===== src/timer_pkg.sv =====
// Register map, field layout and constants of the prescaled 8-bit timer/counter
package timer_pkg;

	// ----------------------------------------------------------------
	// Register offsets (I/O space byte offsets)
	// ----------------------------------------------------------------
	localparam logic [7:0] COUNTER_VALUE_OFS   = 8'h32;
	localparam logic [7:0] CLOCK_CONTROL_OFS   = 8'h33;
	localparam logic [7:0] FLAG_REGISTER_OFS   = 8'h38;
	localparam logic [7:0] MASK_REGISTER_OFS   = 8'h39;

	// ----------------------------------------------------------------
	// Field positions and reset values
	// ----------------------------------------------------------------
	localparam int         SELECT_WIDTH        = 3;
	localparam int         OVERFLOW_FLAG_BIT   = 1;
	localparam int         OVERFLOW_IRQ_EN_BIT = 1;
	localparam logic [7:0] COUNTER_RESET       = 8'h00;
	localparam logic [2:0] SELECT_RESET        = 3'h0;
	localparam logic [7:0] COUNTER_TOP         = 8'hff;

	// ----------------------------------------------------------------
	// Prescaler
	// ----------------------------------------------------------------
	localparam int         PRESCALE_WIDTH      = 10;
	localparam logic [9:0] DIV8_MASK           = 10'h007;
	localparam logic [9:0] DIV64_MASK          = 10'h03f;
	localparam logic [9:0] DIV256_MASK         = 10'h0ff;
	localparam logic [9:0] DIV1024_MASK        = 10'h3ff;

	// Clock-select encodings
	localparam logic [2:0] SEL_STOP            = 3'h0;
	localparam logic [2:0] SEL_CORE            = 3'h1;
	localparam logic [2:0] SEL_DIV8            = 3'h2;
	localparam logic [2:0] SEL_DIV64           = 3'h3;
	localparam logic [2:0] SEL_DIV256          = 3'h4;
	localparam logic [2:0] SEL_DIV1024         = 3'h5;
	localparam logic [2:0] SEL_PIN_FALL        = 3'h6;
	localparam logic [2:0] SEL_PIN_RISE        = 3'h7;

endpackage : timer_pkg

===== src/timer_counter.sv =====
// Prescaled 8-bit timer/counter with register port and overflow flag
//
// The address-and-strobe port is this design's own decision.
`timescale 1ns/1ps
`default_nettype none

module timer_counter (
	input  wire logic       ref_clk_in,
	input  wire logic       rstn_in,
	input  wire logic [7:0] addr_in,
	input  wire logic [7:0] wdata_in,
	input  wire logic       wr_in,
	input  wire logic       rd_in,
	input  wire logic       count_input_pin_in,
	input  wire logic       global_irq_enable_in,
	input  wire logic       vector_taken_in,
	output logic      [7:0] rdata_out,
	output logic            overflow_irq_out
);

	// ----------------------------------------------------------------
	// Declarations
	// ----------------------------------------------------------------
	logic [9:0] prescale_reg;
	logic [2:0] pin_sync_reg;
	logic [2:0] select_reg;
	logic [7:0] counter_value_reg;
	logic       overflow_flag_reg;
	logic       overflow_irq_enable_reg;
	logic       pin_level_reg;
	logic       pin_rise;
	logic       pin_fall;
	logic       tick;
	logic       wr_count;
	logic       overflow;
	logic [7:0] rdata_next;

	// Register hit decode, used by both read and write paths
	function automatic logic hit(input logic [7:0] a, input logic [7:0] ofs);
		return a == ofs;
	endfunction

	// ----------------------------------------------------------------
	// Prescaler
	// ----------------------------------------------------------------
	// Free-running so taps stay phase-locked regardless of selection
	always_ff @(posedge ref_clk_in or negedge rstn_in) begin
		if (!rstn_in) begin
			prescale_reg <= 10'h000;
		end else begin
			prescale_reg <= prescale_reg + 10'h001;
		end
	end

	// ----------------------------------------------------------------
	// Count pin synchroniser
	// ----------------------------------------------------------------
	// Pin is read straight from the pad, so output mode still counts
	always_ff @(posedge ref_clk_in or negedge rstn_in) begin
		if (!rstn_in) begin
			pin_sync_reg  <= 3'h0;
			pin_level_reg <= 1'b0;
		end else begin
			pin_sync_reg <= {pin_sync_reg[1:0], count_input_pin_in};
			// Accept a change only once stages two and three agree
			if (pin_sync_reg[1] == pin_sync_reg[2]) begin
				pin_level_reg <= pin_sync_reg[2];
			end
		end
	end

	assign pin_rise = (pin_sync_reg[1] == pin_sync_reg[2]) && pin_sync_reg[2] && !pin_level_reg;
	assign pin_fall = (pin_sync_reg[1] == pin_sync_reg[2]) && !pin_sync_reg[2] && pin_level_reg;

	// ----------------------------------------------------------------
	// Count enable selection
	// ----------------------------------------------------------------
	always_comb begin
		case (select_reg)
			timer_pkg::SEL_STOP:     tick = 1'b0;
			timer_pkg::SEL_CORE:     tick = 1'b1;
			timer_pkg::SEL_DIV8:     tick = (prescale_reg & timer_pkg::DIV8_MASK) == timer_pkg::DIV8_MASK;
			timer_pkg::SEL_DIV64:    tick = (prescale_reg & timer_pkg::DIV64_MASK) == timer_pkg::DIV64_MASK;
			timer_pkg::SEL_DIV256:   tick = (prescale_reg & timer_pkg::DIV256_MASK) == timer_pkg::DIV256_MASK;
			timer_pkg::SEL_DIV1024:  tick = prescale_reg == timer_pkg::DIV1024_MASK;
			timer_pkg::SEL_PIN_FALL: tick = pin_fall;
			timer_pkg::SEL_PIN_RISE: tick = pin_rise;
			default:                 tick = 1'b0;
		endcase
	end

	assign wr_count = wr_in && hit(addr_in, timer_pkg::COUNTER_VALUE_OFS);
	assign overflow = tick && !wr_count && (counter_value_reg == timer_pkg::COUNTER_TOP);

	// ----------------------------------------------------------------
	// Counter
	// ----------------------------------------------------------------
	// A write wins over a tick in the same cycle; counting resumes next tick
	always_ff @(posedge ref_clk_in or negedge rstn_in) begin
		if (!rstn_in) begin
			counter_value_reg <= timer_pkg::COUNTER_RESET;
		end else if (wr_count) begin
			counter_value_reg <= wdata_in;
		end else if (tick) begin
			counter_value_reg <= counter_value_reg + 8'h01;
		end
	end

	// ----------------------------------------------------------------
	// Control and mask registers
	// ----------------------------------------------------------------
	always_ff @(posedge ref_clk_in or negedge rstn_in) begin
		if (!rstn_in) begin
			select_reg              <= timer_pkg::SELECT_RESET;
			overflow_irq_enable_reg <= 1'b0;
		end else if (wr_in) begin
			if (hit(addr_in, timer_pkg::CLOCK_CONTROL_OFS)) begin
				select_reg <= wdata_in[timer_pkg::SELECT_WIDTH-1:0];
			end
			if (hit(addr_in, timer_pkg::MASK_REGISTER_OFS)) begin
				overflow_irq_enable_reg <= wdata_in[timer_pkg::OVERFLOW_IRQ_EN_BIT];
			end
		end
	end

	// ----------------------------------------------------------------
	// Overflow flag
	// ----------------------------------------------------------------
	// A new overflow wins over any clear in the same cycle
	always_ff @(posedge ref_clk_in or negedge rstn_in) begin
		if (!rstn_in) begin
			overflow_flag_reg <= 1'b0;
		end else if (overflow) begin
			overflow_flag_reg <= 1'b1;
		end else if (vector_taken_in) begin
			overflow_flag_reg <= 1'b0;
		end else if (wr_in && hit(addr_in, timer_pkg::FLAG_REGISTER_OFS)
			&& wdata_in[timer_pkg::OVERFLOW_FLAG_BIT]) begin
			overflow_flag_reg <= 1'b0;
		end
	end

	// Request registered so the output comes from a flip-flop
	always_ff @(posedge ref_clk_in or negedge rstn_in) begin
		if (!rstn_in) begin
			overflow_irq_out <= 1'b0;
		end else begin
			overflow_irq_out <= overflow_flag_reg && overflow_irq_enable_reg
				&& global_irq_enable_in;
		end
	end

	// ----------------------------------------------------------------
	// Read path
	// ----------------------------------------------------------------
	// Unmapped offsets and reserved bits read as zero
	always_comb begin
		rdata_next = 8'h00;
		if (hit(addr_in, timer_pkg::COUNTER_VALUE_OFS)) begin
			rdata_next = counter_value_reg;
		end else if (hit(addr_in, timer_pkg::CLOCK_CONTROL_OFS)) begin
			rdata_next = {5'h00, select_reg};
		end else if (hit(addr_in, timer_pkg::FLAG_REGISTER_OFS)) begin
			rdata_next[timer_pkg::OVERFLOW_FLAG_BIT] = overflow_flag_reg;
		end else if (hit(addr_in, timer_pkg::MASK_REGISTER_OFS)) begin
			rdata_next[timer_pkg::OVERFLOW_IRQ_EN_BIT] = overflow_irq_enable_reg;
		end
	end

	// Data stands only in the cycle after the strobe
	always_ff @(posedge ref_clk_in or negedge rstn_in) begin
		if (!rstn_in) begin
			rdata_out <= 8'h00;
		end else if (rd_in) begin
			rdata_out <= rdata_next;
		end else begin
			rdata_out <= 8'h00;
		end
	end
endmodule // timer_counter

`default_nettype wire


===== config.mk =====
export PLATFORM = sky130hd
export DESIGN_NAME = timer_counter
export DESIGN_NICKNAME = d
export VERILOG_FILES = /design/src/timer_pkg.sv /design/src/timer_counter.sv
export SDC_FILE = /design/constraint.sdc
export NUM_CORES = 1
export LEC_CHECK = 0
export ABC_CLOCK_PERIOD_IN_PS = 5600
export BUFFER_PORTS_ARGS = -buffer_cell sky130_fd_sc_hd__buf_2
export CAP_MARGIN = 20
export CORE_MARGIN = 2
export CORE_UTILIZATION = 46
export DETAILED_ROUTE_END_ITERATION = 12
export PLACE_DENSITY = 0.78
export SLEW_MARGIN = 30
export SYNTH_ARGS = -nofsm -noshare
export SYNTH_HDL_FRONTEND = slang
export SYNTH_SLANG_ARGS = --single-unit

===== constraint.sdc =====
create_clock -name ref_clk_in -period 5.6 [get_ports ref_clk_in]
set_input_delay 0.28 -clock ref_clk_in [delete_from_list [all_inputs] [get_ports ref_clk_in]]
set_output_delay 0.28 -clock ref_clk_in [all_outputs]
set_load 0.02 [all_outputs]

==> metrics.md, run 1 <==
| Metric | Value |
|---|---|
| Status | `complete, no violations` |
| Most numerous cell in the Yosys netlist | `dfrtp_1` |
| Post-route minimum period | `2.21 ns` |
| Top FF cell, synth | `dfrtp_1` |
| Via count | `1251` |
| Period utilization | `0.395` |
| Fin. Hold Viols | `0` |
| Die footprint | `4130 sq um` |
| DR pass1 iterations | `4` |
| Yosys reg bits | `36` |
| Dominant cells by area after synthesis | `dfrtp_1 (54%), xor2_1 (4.2%), nand2_1 (3.8%)` |
| Num Clock Sinks | `36` |
| Asr flop ratio synth | `1.00` |
| Resized cells post-CTS | `0` |
| ANT cells | `0` |
| Finish-stage setup viols | `0` |
| Layout cell share with drive strength beyond 1 | `0.250` |
| Area Growth Syn to Fin | `18.0%` |
| Post-CTS Setup Inserts | `0` |
| Total Power | `0.000631 W` |
| Yosys top cell by area | `dfrtp_1` |
| GPL Wtd Cong | `0.865` |
| FF/Latch Area | `901 sq um` |
| Number of synthesized flops with an enable pin | `0` |
| Vias per cell | `5.26` |
| Root Driver | `clkbuf_4` |
| Placed instance area | `1870 sq um` |
| IO Count | `32` |
| Area of the multi-input gates | `746 sq um` |
| Initial Util | `0.489` |
| Vias in the first global route | `1296` |
| Total Routed Length | `3270 um` |
| Clk_skew | `0.00539 ns` |
| Syn Area/Cell | `10.8 sq um` |
| Initial antenna violation count | `0` |
| Top-area cell type share of the netlist area | `0.540` |
| Max FFs per register | `10` |
| CTS max path bufs | `2` |
| Die H | `64.2 um` |
| Pwr Density | `320 nW/um^2` |
| RSZ-0062 raised after global routing | `false` |
| Final nets | `219` |
| Library cells used by synthesis | `34` |
| TritonCTS buffer count | `5` |
| Post-CTS Hold Fix Bufs | `0` |
| Maxcap violations | `0` |
| CTS tree | `yes` |
| F_max | `0.452 GHz` |
| Seq/Total Area, Yosys | `0.540` |
| IO buf count | `31` |
| Critical Path End Type | `register` |
| Initial DRC count | `40` |
| Pin count of the biggest net entering global routing | `37` |
| Horiz. Die Dim | `64.2 um` |
| First-pass GRT wire length | `5480 um` |
| H-tree lvl count | `2` |
| Residual DRC | `0` |
| DR top layer | `met4` |
| Gr usage total | `0.177` |
| Post-route cell area | `1970 sq um` |
| Hold slack | `0.0177 ns` |
| P_leak | `0.933 nW` |
| Routed Antenna Nets | `0` |
| Startpoint Class | `register` |
| WL met3 | `178 um` |
| WL met2 | `1540 um` |
| Worst IR Drop VDD | `203 uV` |
| Kind of critical path | `reg -> reg` |
| CTS clk-pin slew, worst paths | `0.10 ns` |
| Row count | `21` |
| Top cells by count, synth | `dfrtp_1 (36), nand2_1 (17), nor2_1 (12)` |
| CP required | `5.86 ns` |
| Actual slew at the worst max-slew pin | `0.783 ns` |
| Remaining Overflow, GRT | `0` |
| Worst slew margin | `0.478` |
| Mapped Area | `1670 sq um` |
| WL/cell | `13.8 um` |
| Ys Warns | `0` |
| Critical Path AT | `2.47 ns` |
| Setup TNS | `0 ns` |
| Clk_lat worst skew | `0.33 ns` |
| Core area | `3420 sq um` |
| DP HPWL | `2390 um` |
| HP Class | `in -> async` |
| Post-Syn Instances | `155` |
| Syn_nets | `183` |
| Max Slew Vio Count | `0` |
| Met1 wire length | `1500 um` |
| CP max FO | `7` |
| Fill count | `298` |
## path summary, 6_finish.rpt
kind                                            from                          endpoint  slack (ns)  cells past startpoint
hold / removal                               rstn_in  counter_value_reg[3]$_DFFE_PN0P_        0.02                      1
hold reg to reg            pin_sync_reg[0]$_DFF_PN0_         pin_sync_reg[1]$_DFF_PN0_        0.36                      0
setup reg to reg           prescale_reg[1]$_DFF_PN0_  counter_value_reg[5]$_DFFE_PN0P_        3.39                      8
max in group asynchronous                    rstn_in  counter_value_reg[2]$_DFFE_PN0P_        5.09                      1
min in group ref_clk_in           count_input_pin_in         pin_sync_reg[0]$_DFF_PN0_        0.04                      1
setup / recovery           prescale_reg[1]$_DFF_PN0_  counter_value_reg[5]$_DFFE_PN0P_        3.39                      8
## layout by cell type, fill, tap and decap left out, types with 5 or more instances in the layout
| master | netlist | layout |
|---|---|---|
| xor2_1 | 8 | 8 |
| nand2_1 | 17 | 17 |
| mux2_2 | 5 | 5 |
| and2_1 | 5 | 5 |
| o21ai_0 | 11 | 11 |
| nand3_1 | 8 | 8 |
| ha_1 | 5 | 5 |
| nor2_1 | 12 | 12 |
| dfrtp_1 | 36 | 36 |
| buf_2 | 0 | 31 |
| clkbuf_4 | 0 | 5 |
## cells by family after synthesis
kind of cell	count (synthesis)	share of synthesized area
adders and majority gates	5	0.0375
and+or+nand+nor	64	0.199
DFF	36	0.540
muxes	8	0.0517
AOI/OAI and AO/OA	24	0.0959
buffers and inverters	6	0.0135
xor gates and xnor gates	12	0.0630
## stage by stage
stage / utilization / cells / setup WS, ns
final: 0.577 / 238 / 3.39
after CTS: 0.577 / 238 / 3.39
after floorplan: - / 155 / 3.54
after global routing: 0.577 / 238 / 3.24
after global placement: 0.549 / 230 / 3.49
after detailed placement: 0.549 / 230 / 3.43
## area by class of cell
class | count | area share
Clock buffer | 7 | 0.0330
Clock inverter | 1 | 0.0152
Inverter | 4 | 0.00762
Multi-Input combinational cell | 113 | 0.379
Sequential cell | 36 | 0.457
Tap cell | 46 | 0.0292
Timing Repair Buffer | 31 | 0.0788
## power by group
part            total, W  internal, W  leakage [nW]  switching [W]
Clock           0.000203     0.000119        0.0515      0.0000843
Sequential      0.000330     0.000291         0.453      0.0000392
Combinational  0.0000979    0.0000448         0.429      0.0000531
## per-layer routing
metal	global-route usage	vias to the layer above
li1	-	614
met1	0.208	591
met2	0.297	40
met3	0.0651	6
met4	0.0665	0
met5	0	-
## worst max-delay path, cell delays in order (launching register included)
cell     delay, ns
dfrtp_1       0.41
ha_1          0.25
ha_1          0.17
nand2_1       0.05
mux2_2        0.29
a21oi_4       0.20
nor2_2        0.11
or4_1         0.50
a31oi_1       0.16
No activity file was read; power rests on OpenSTA's default activity.
==> run 2, diff against run 1 <==
- ABC_CLOCK_PERIOD_IN_PS: 5600 -> 1800
- PLACE_DENSITY: 0.78 -> 0.81
- clock period: 5.6 -> 1.8 ns (I/O delays scaled with it)
==> run 2 against run 1 <==
Against the previous run: the run now ends with setup timing left; via count increased by 4.4%; worst hold slack improved by 0.0038 ns; total power increased to 2.8 times the previous value; clock skew increased by 0.0042 ns; critical path depth unchanged; sequential share of layout area decreased by 3.7 points; largest cell class unchanged; die area unchanged; clock power increased by 97%; sequential power increased to 3.1 times the previous value; critical path type unchanged; core utilization increased by 5.0 points; non-clock buffer count increased by 20; cell area increased by 8.7%.
==> metrics.md, run 2 (synthesized netlist as in run 1, its figures left out) <==
| Metric | Value |
|---|---|
| Die H | `64.2 um (unchanged)` |
| Area Growth Syn to Fin | `28.3% (was 18.0%)` |
| Failing checks | `setup timing` |
| Post-route minimum period | `1.90 ns (was 2.21 ns)` |
| CTS max path bufs | `2 (unchanged)` |
| Fin. Hold Viols | `0 (unchanged)` |
| TritonCTS buffer count | `5 (unchanged)` |
| Critical Path AT | `2.16 ns (was 2.47 ns)` |
| GPL Wtd Cong | `0.807 (was 0.865)` |
| Root Driver | `clkbuf_4 (unchanged)` |
| Most frequent cells in the layout | `dfrtp_1 (36), buf_2 (31), nand2_1 (16), nor2_1 (12), dlygate4sd3_1 (11) (was dfrtp_1 (36), buf_2 (31), nand2_1 (17), nor2_1 (12), o21ai_0 (11))` |
| Most used cell, CP | `ha_4 (was ha_1)` |
| Core area | `3420 sq um (unchanged)` |
| Finish-stage setup viols | `3 (was 0)` |
| Final nets | `239 (was 219)` |
| Logic pwr share | `0.183 (was 0.155)` |
| Max Slew Vio Count | `0 (unchanged)` |
| Sw power | `0.000541 W (was 0.000177 W)` |
| Initial antenna violation count | `0 (unchanged)` |
| Layout cell share with drive strength beyond 1 | `0.275 (was 0.250)` |
| Worst IR Drop VDD | `563 uV (was 203 uV)` |
| Actual slew at the worst max-slew pin | `0.770 ns (was 0.783 ns)` |
| Final core utilization | `0.627 (was 0.577)` |
| Pin count of the biggest net entering global routing | `37 (unchanged)` |
| CTS tree | `yes (unchanged)` |
| Initial DRC count | `73 (was 40)` |
| IO buf count | `31 (unchanged)` |
| Via count | `1306 (was 1251)` |
| Clock Power Share | `0.228 (was 0.322)` |
| Residual DRC | `0 (unchanged)` |
| Gr usage total | `0.185 (was 0.177)` |
| Final std cells w/o fill | `257 (was 238)` |
| Max incr delay on CP | `0.46 ns (was 0.50 ns)` |
| Pwr Density | `818 nW/um^2 (was 320 nW/um^2)` |
| Critical path cell sequence | `ha_4, ha_4, nand2_1, mux2_4, a21oi_4, nor2_4, or4_1, a31oi_1 (was ha_1, ha_1, nand2_1, mux2_2, a21oi_4, nor2_2, or4_1, a31oi_1)` |
| Flop pwr share | `0.588 (was 0.523)` |
| CP Buf/Inv Count | `0 (unchanged)` |
| RSZ-0062 raised after global routing | `true (was false)` |
| Final setup margin | `-0.0961 ns (was 3.39 ns)` |
| F_max | `0.527 GHz (was 0.452 GHz)` |
| H-tree lvl count | `2 (unchanged)` |
| Period utilization | `1.05 (was 0.395)` |
| Kind of critical path | `reg -> reg (unchanged)` |
| Clk_skew | `0.00959 ns (was 0.00539 ns)` |
| Horiz. Die Dim | `64.2 um (unchanged)` |
| First-pass GRT wire length | `5740 um (was 5480 um)` |
| DR pass1 iterations | `4 (unchanged)` |
| CP max FO | `4 (was 7)` |
| CP required | `2.06 ns (was 5.86 ns)` |
| Most common cell after layout, fill and taps aside | `dfrtp_1 (unchanged)` |
| Vias in the first global route | `1270 (was 1296)` |
| Die footprint | `4130 sq um (unchanged)` |
| Initial Util | `0.489 (unchanged)` |
| Status | `finished, violations left (was complete, no violations)` |
| P_leak | `1.02 nW (was 0.933 nW)` |
| Inst Count DP | `238 (was 230)` |
| WL/cell | `12.7 um (was 13.8 um)` |
| Hold slack | `0.0214 ns (was 0.0177 ns)` |
| CTS clk-pin slew, worst paths | `0.10 ns (about the same)` |
| Startpoint Class | `register (unchanged)` |
| Sw Ratio | `0.309 (was 0.280)` |
| Maxcap violations | `0 (unchanged)` |
| DP HPWL | `2310 um (was 2390 um)` |
| Worst slew margin | `0.487 (was 0.478)` |
| Remaining Overflow, GRT | `0 (unchanged)` |
| ANT cells | `0 (unchanged)` |
| Row count | `21 (unchanged)` |
| IO Count | `32 (unchanged)` |
| Num Clock Sinks | `36 (unchanged)` |
| Internal power | `0.00121 W (was 0.000454 W)` |
| Routed Antenna Nets | `0 (unchanged)` |
| Fill count | `292 (was 298)` |
| Worst path slowest cell | `or4_1 (unchanged)` |
| HP Class | `in -> reg (was in -> async)` |
| Critical Path End Type | `register (unchanged)` |
| Placed instance area | `1970 sq um (was 1870 sq um)` |
| CP top delay family | `simple AND/OR/NAND/NOR gates (unchanged)` |
| Total Routed Length | `3250 um (was 3270 um)` |
| Post-route cell area | `2140 sq um (was 1970 sq um)` |
| Vias per cell | `5.08 (was 5.26)` |
| Clk_lat worst skew | `0.34 ns (was 0.33 ns)` |
| Max FFs per register | `10 (unchanged)` |
==> run 2: metal layers <==
layer / global-route usage / part of all wire / vias up
met2: 0.272 / 0.47 / 37
met5: 0 / 0 / -
met4: 0.0851 / 0.021 / 0
met1: 0.250 / 0.45 / 610
li1: - / - / 652
met3: 0.0581 / 0.058 / 7
==> run 2: what timing repair did <==
action | 4_1_cts | 5_1_grt
hold buffers | 11 | 0
buffers inserted | 1 | 0
setup endpoints to repair | 4 | 7
pin swaps | 0 | 0
endpoints found under the hold margin | 47 | 0
resized for setup | 2 | 5
==> run 2: through the flow <==
step	TNS, ns	power [W]	setup WS, ns
finish	-0.115	0.00175	-0.0961
global route	-0.694	0.00189	-0.170
CTS	-0.0884	0.00176	-0.0884
detailed placement	-0.0659	0.00134	-0.0648
global placement	-0.0222	0.00132	-0.0222
floorplan	-0.0926	0.00121	-0.0926
==> run 2: final timing paths <==
check,end,start,slack [ns],cells past startpoint
worst max-delay path,counter_value_reg[5]$_DFFE_PN0P_,prescale_reg[1]$_DFF_PN0_,-0.1,8
worst min-delay path,counter_value_reg[5]$_DFFE_PN0P_,wdata_in[5],0.02,3
worst max register to register,counter_value_reg[5]$_DFFE_PN0P_,prescale_reg[1]$_DFF_PN0_,-0.1,8
worst min register to register,pin_sync_reg[1]$_DFF_PN0_,pin_sync_reg[0]$_DFF_PN0_,0.36,0
max in group asynchronous,counter_value_reg[5]$_DFFE_PN0P_,rstn_in,0.95,2
min in group asynchronous,prescale_reg[1]$_DFF_PN0_,rstn_in,0.36,2
==> run 2: power groups by stage <==
stage | Combinational, W | Clock [W] | Sequential (W)
2_1_floorplan | 0.000205 | 0 | 0.00100
3_3_place_gp | 0.000283 | 0 | 0.00104
3_5_place_dp | 0.000294 | 0 | 0.00104
4_1_cts | 0.000318 | 0.000419 | 0.00102
5_1_grt | 0.000369 | 0.000474 | 0.00104
6_report | 0.000321 | 0.000400 | 0.00103
==> run 2: layout make-up <==
class	count	area, sq um	share of cell area
flip-flops and latches	36	901	0.421
multi-input cells	113	788	0.368
repair buffers	51	333	0.155
well taps	46	57.6	0.0269
clock buffers	6	41.3	0.0193
inverters	4	15.0	0.00701
clock inverters	1	5.00	0.00234
==> run 2: worst min-delay path, cell delays in order <==
cell     delay (ns)
buf_2          0.07
nor2_1         0.04
a31oi_1        0.12
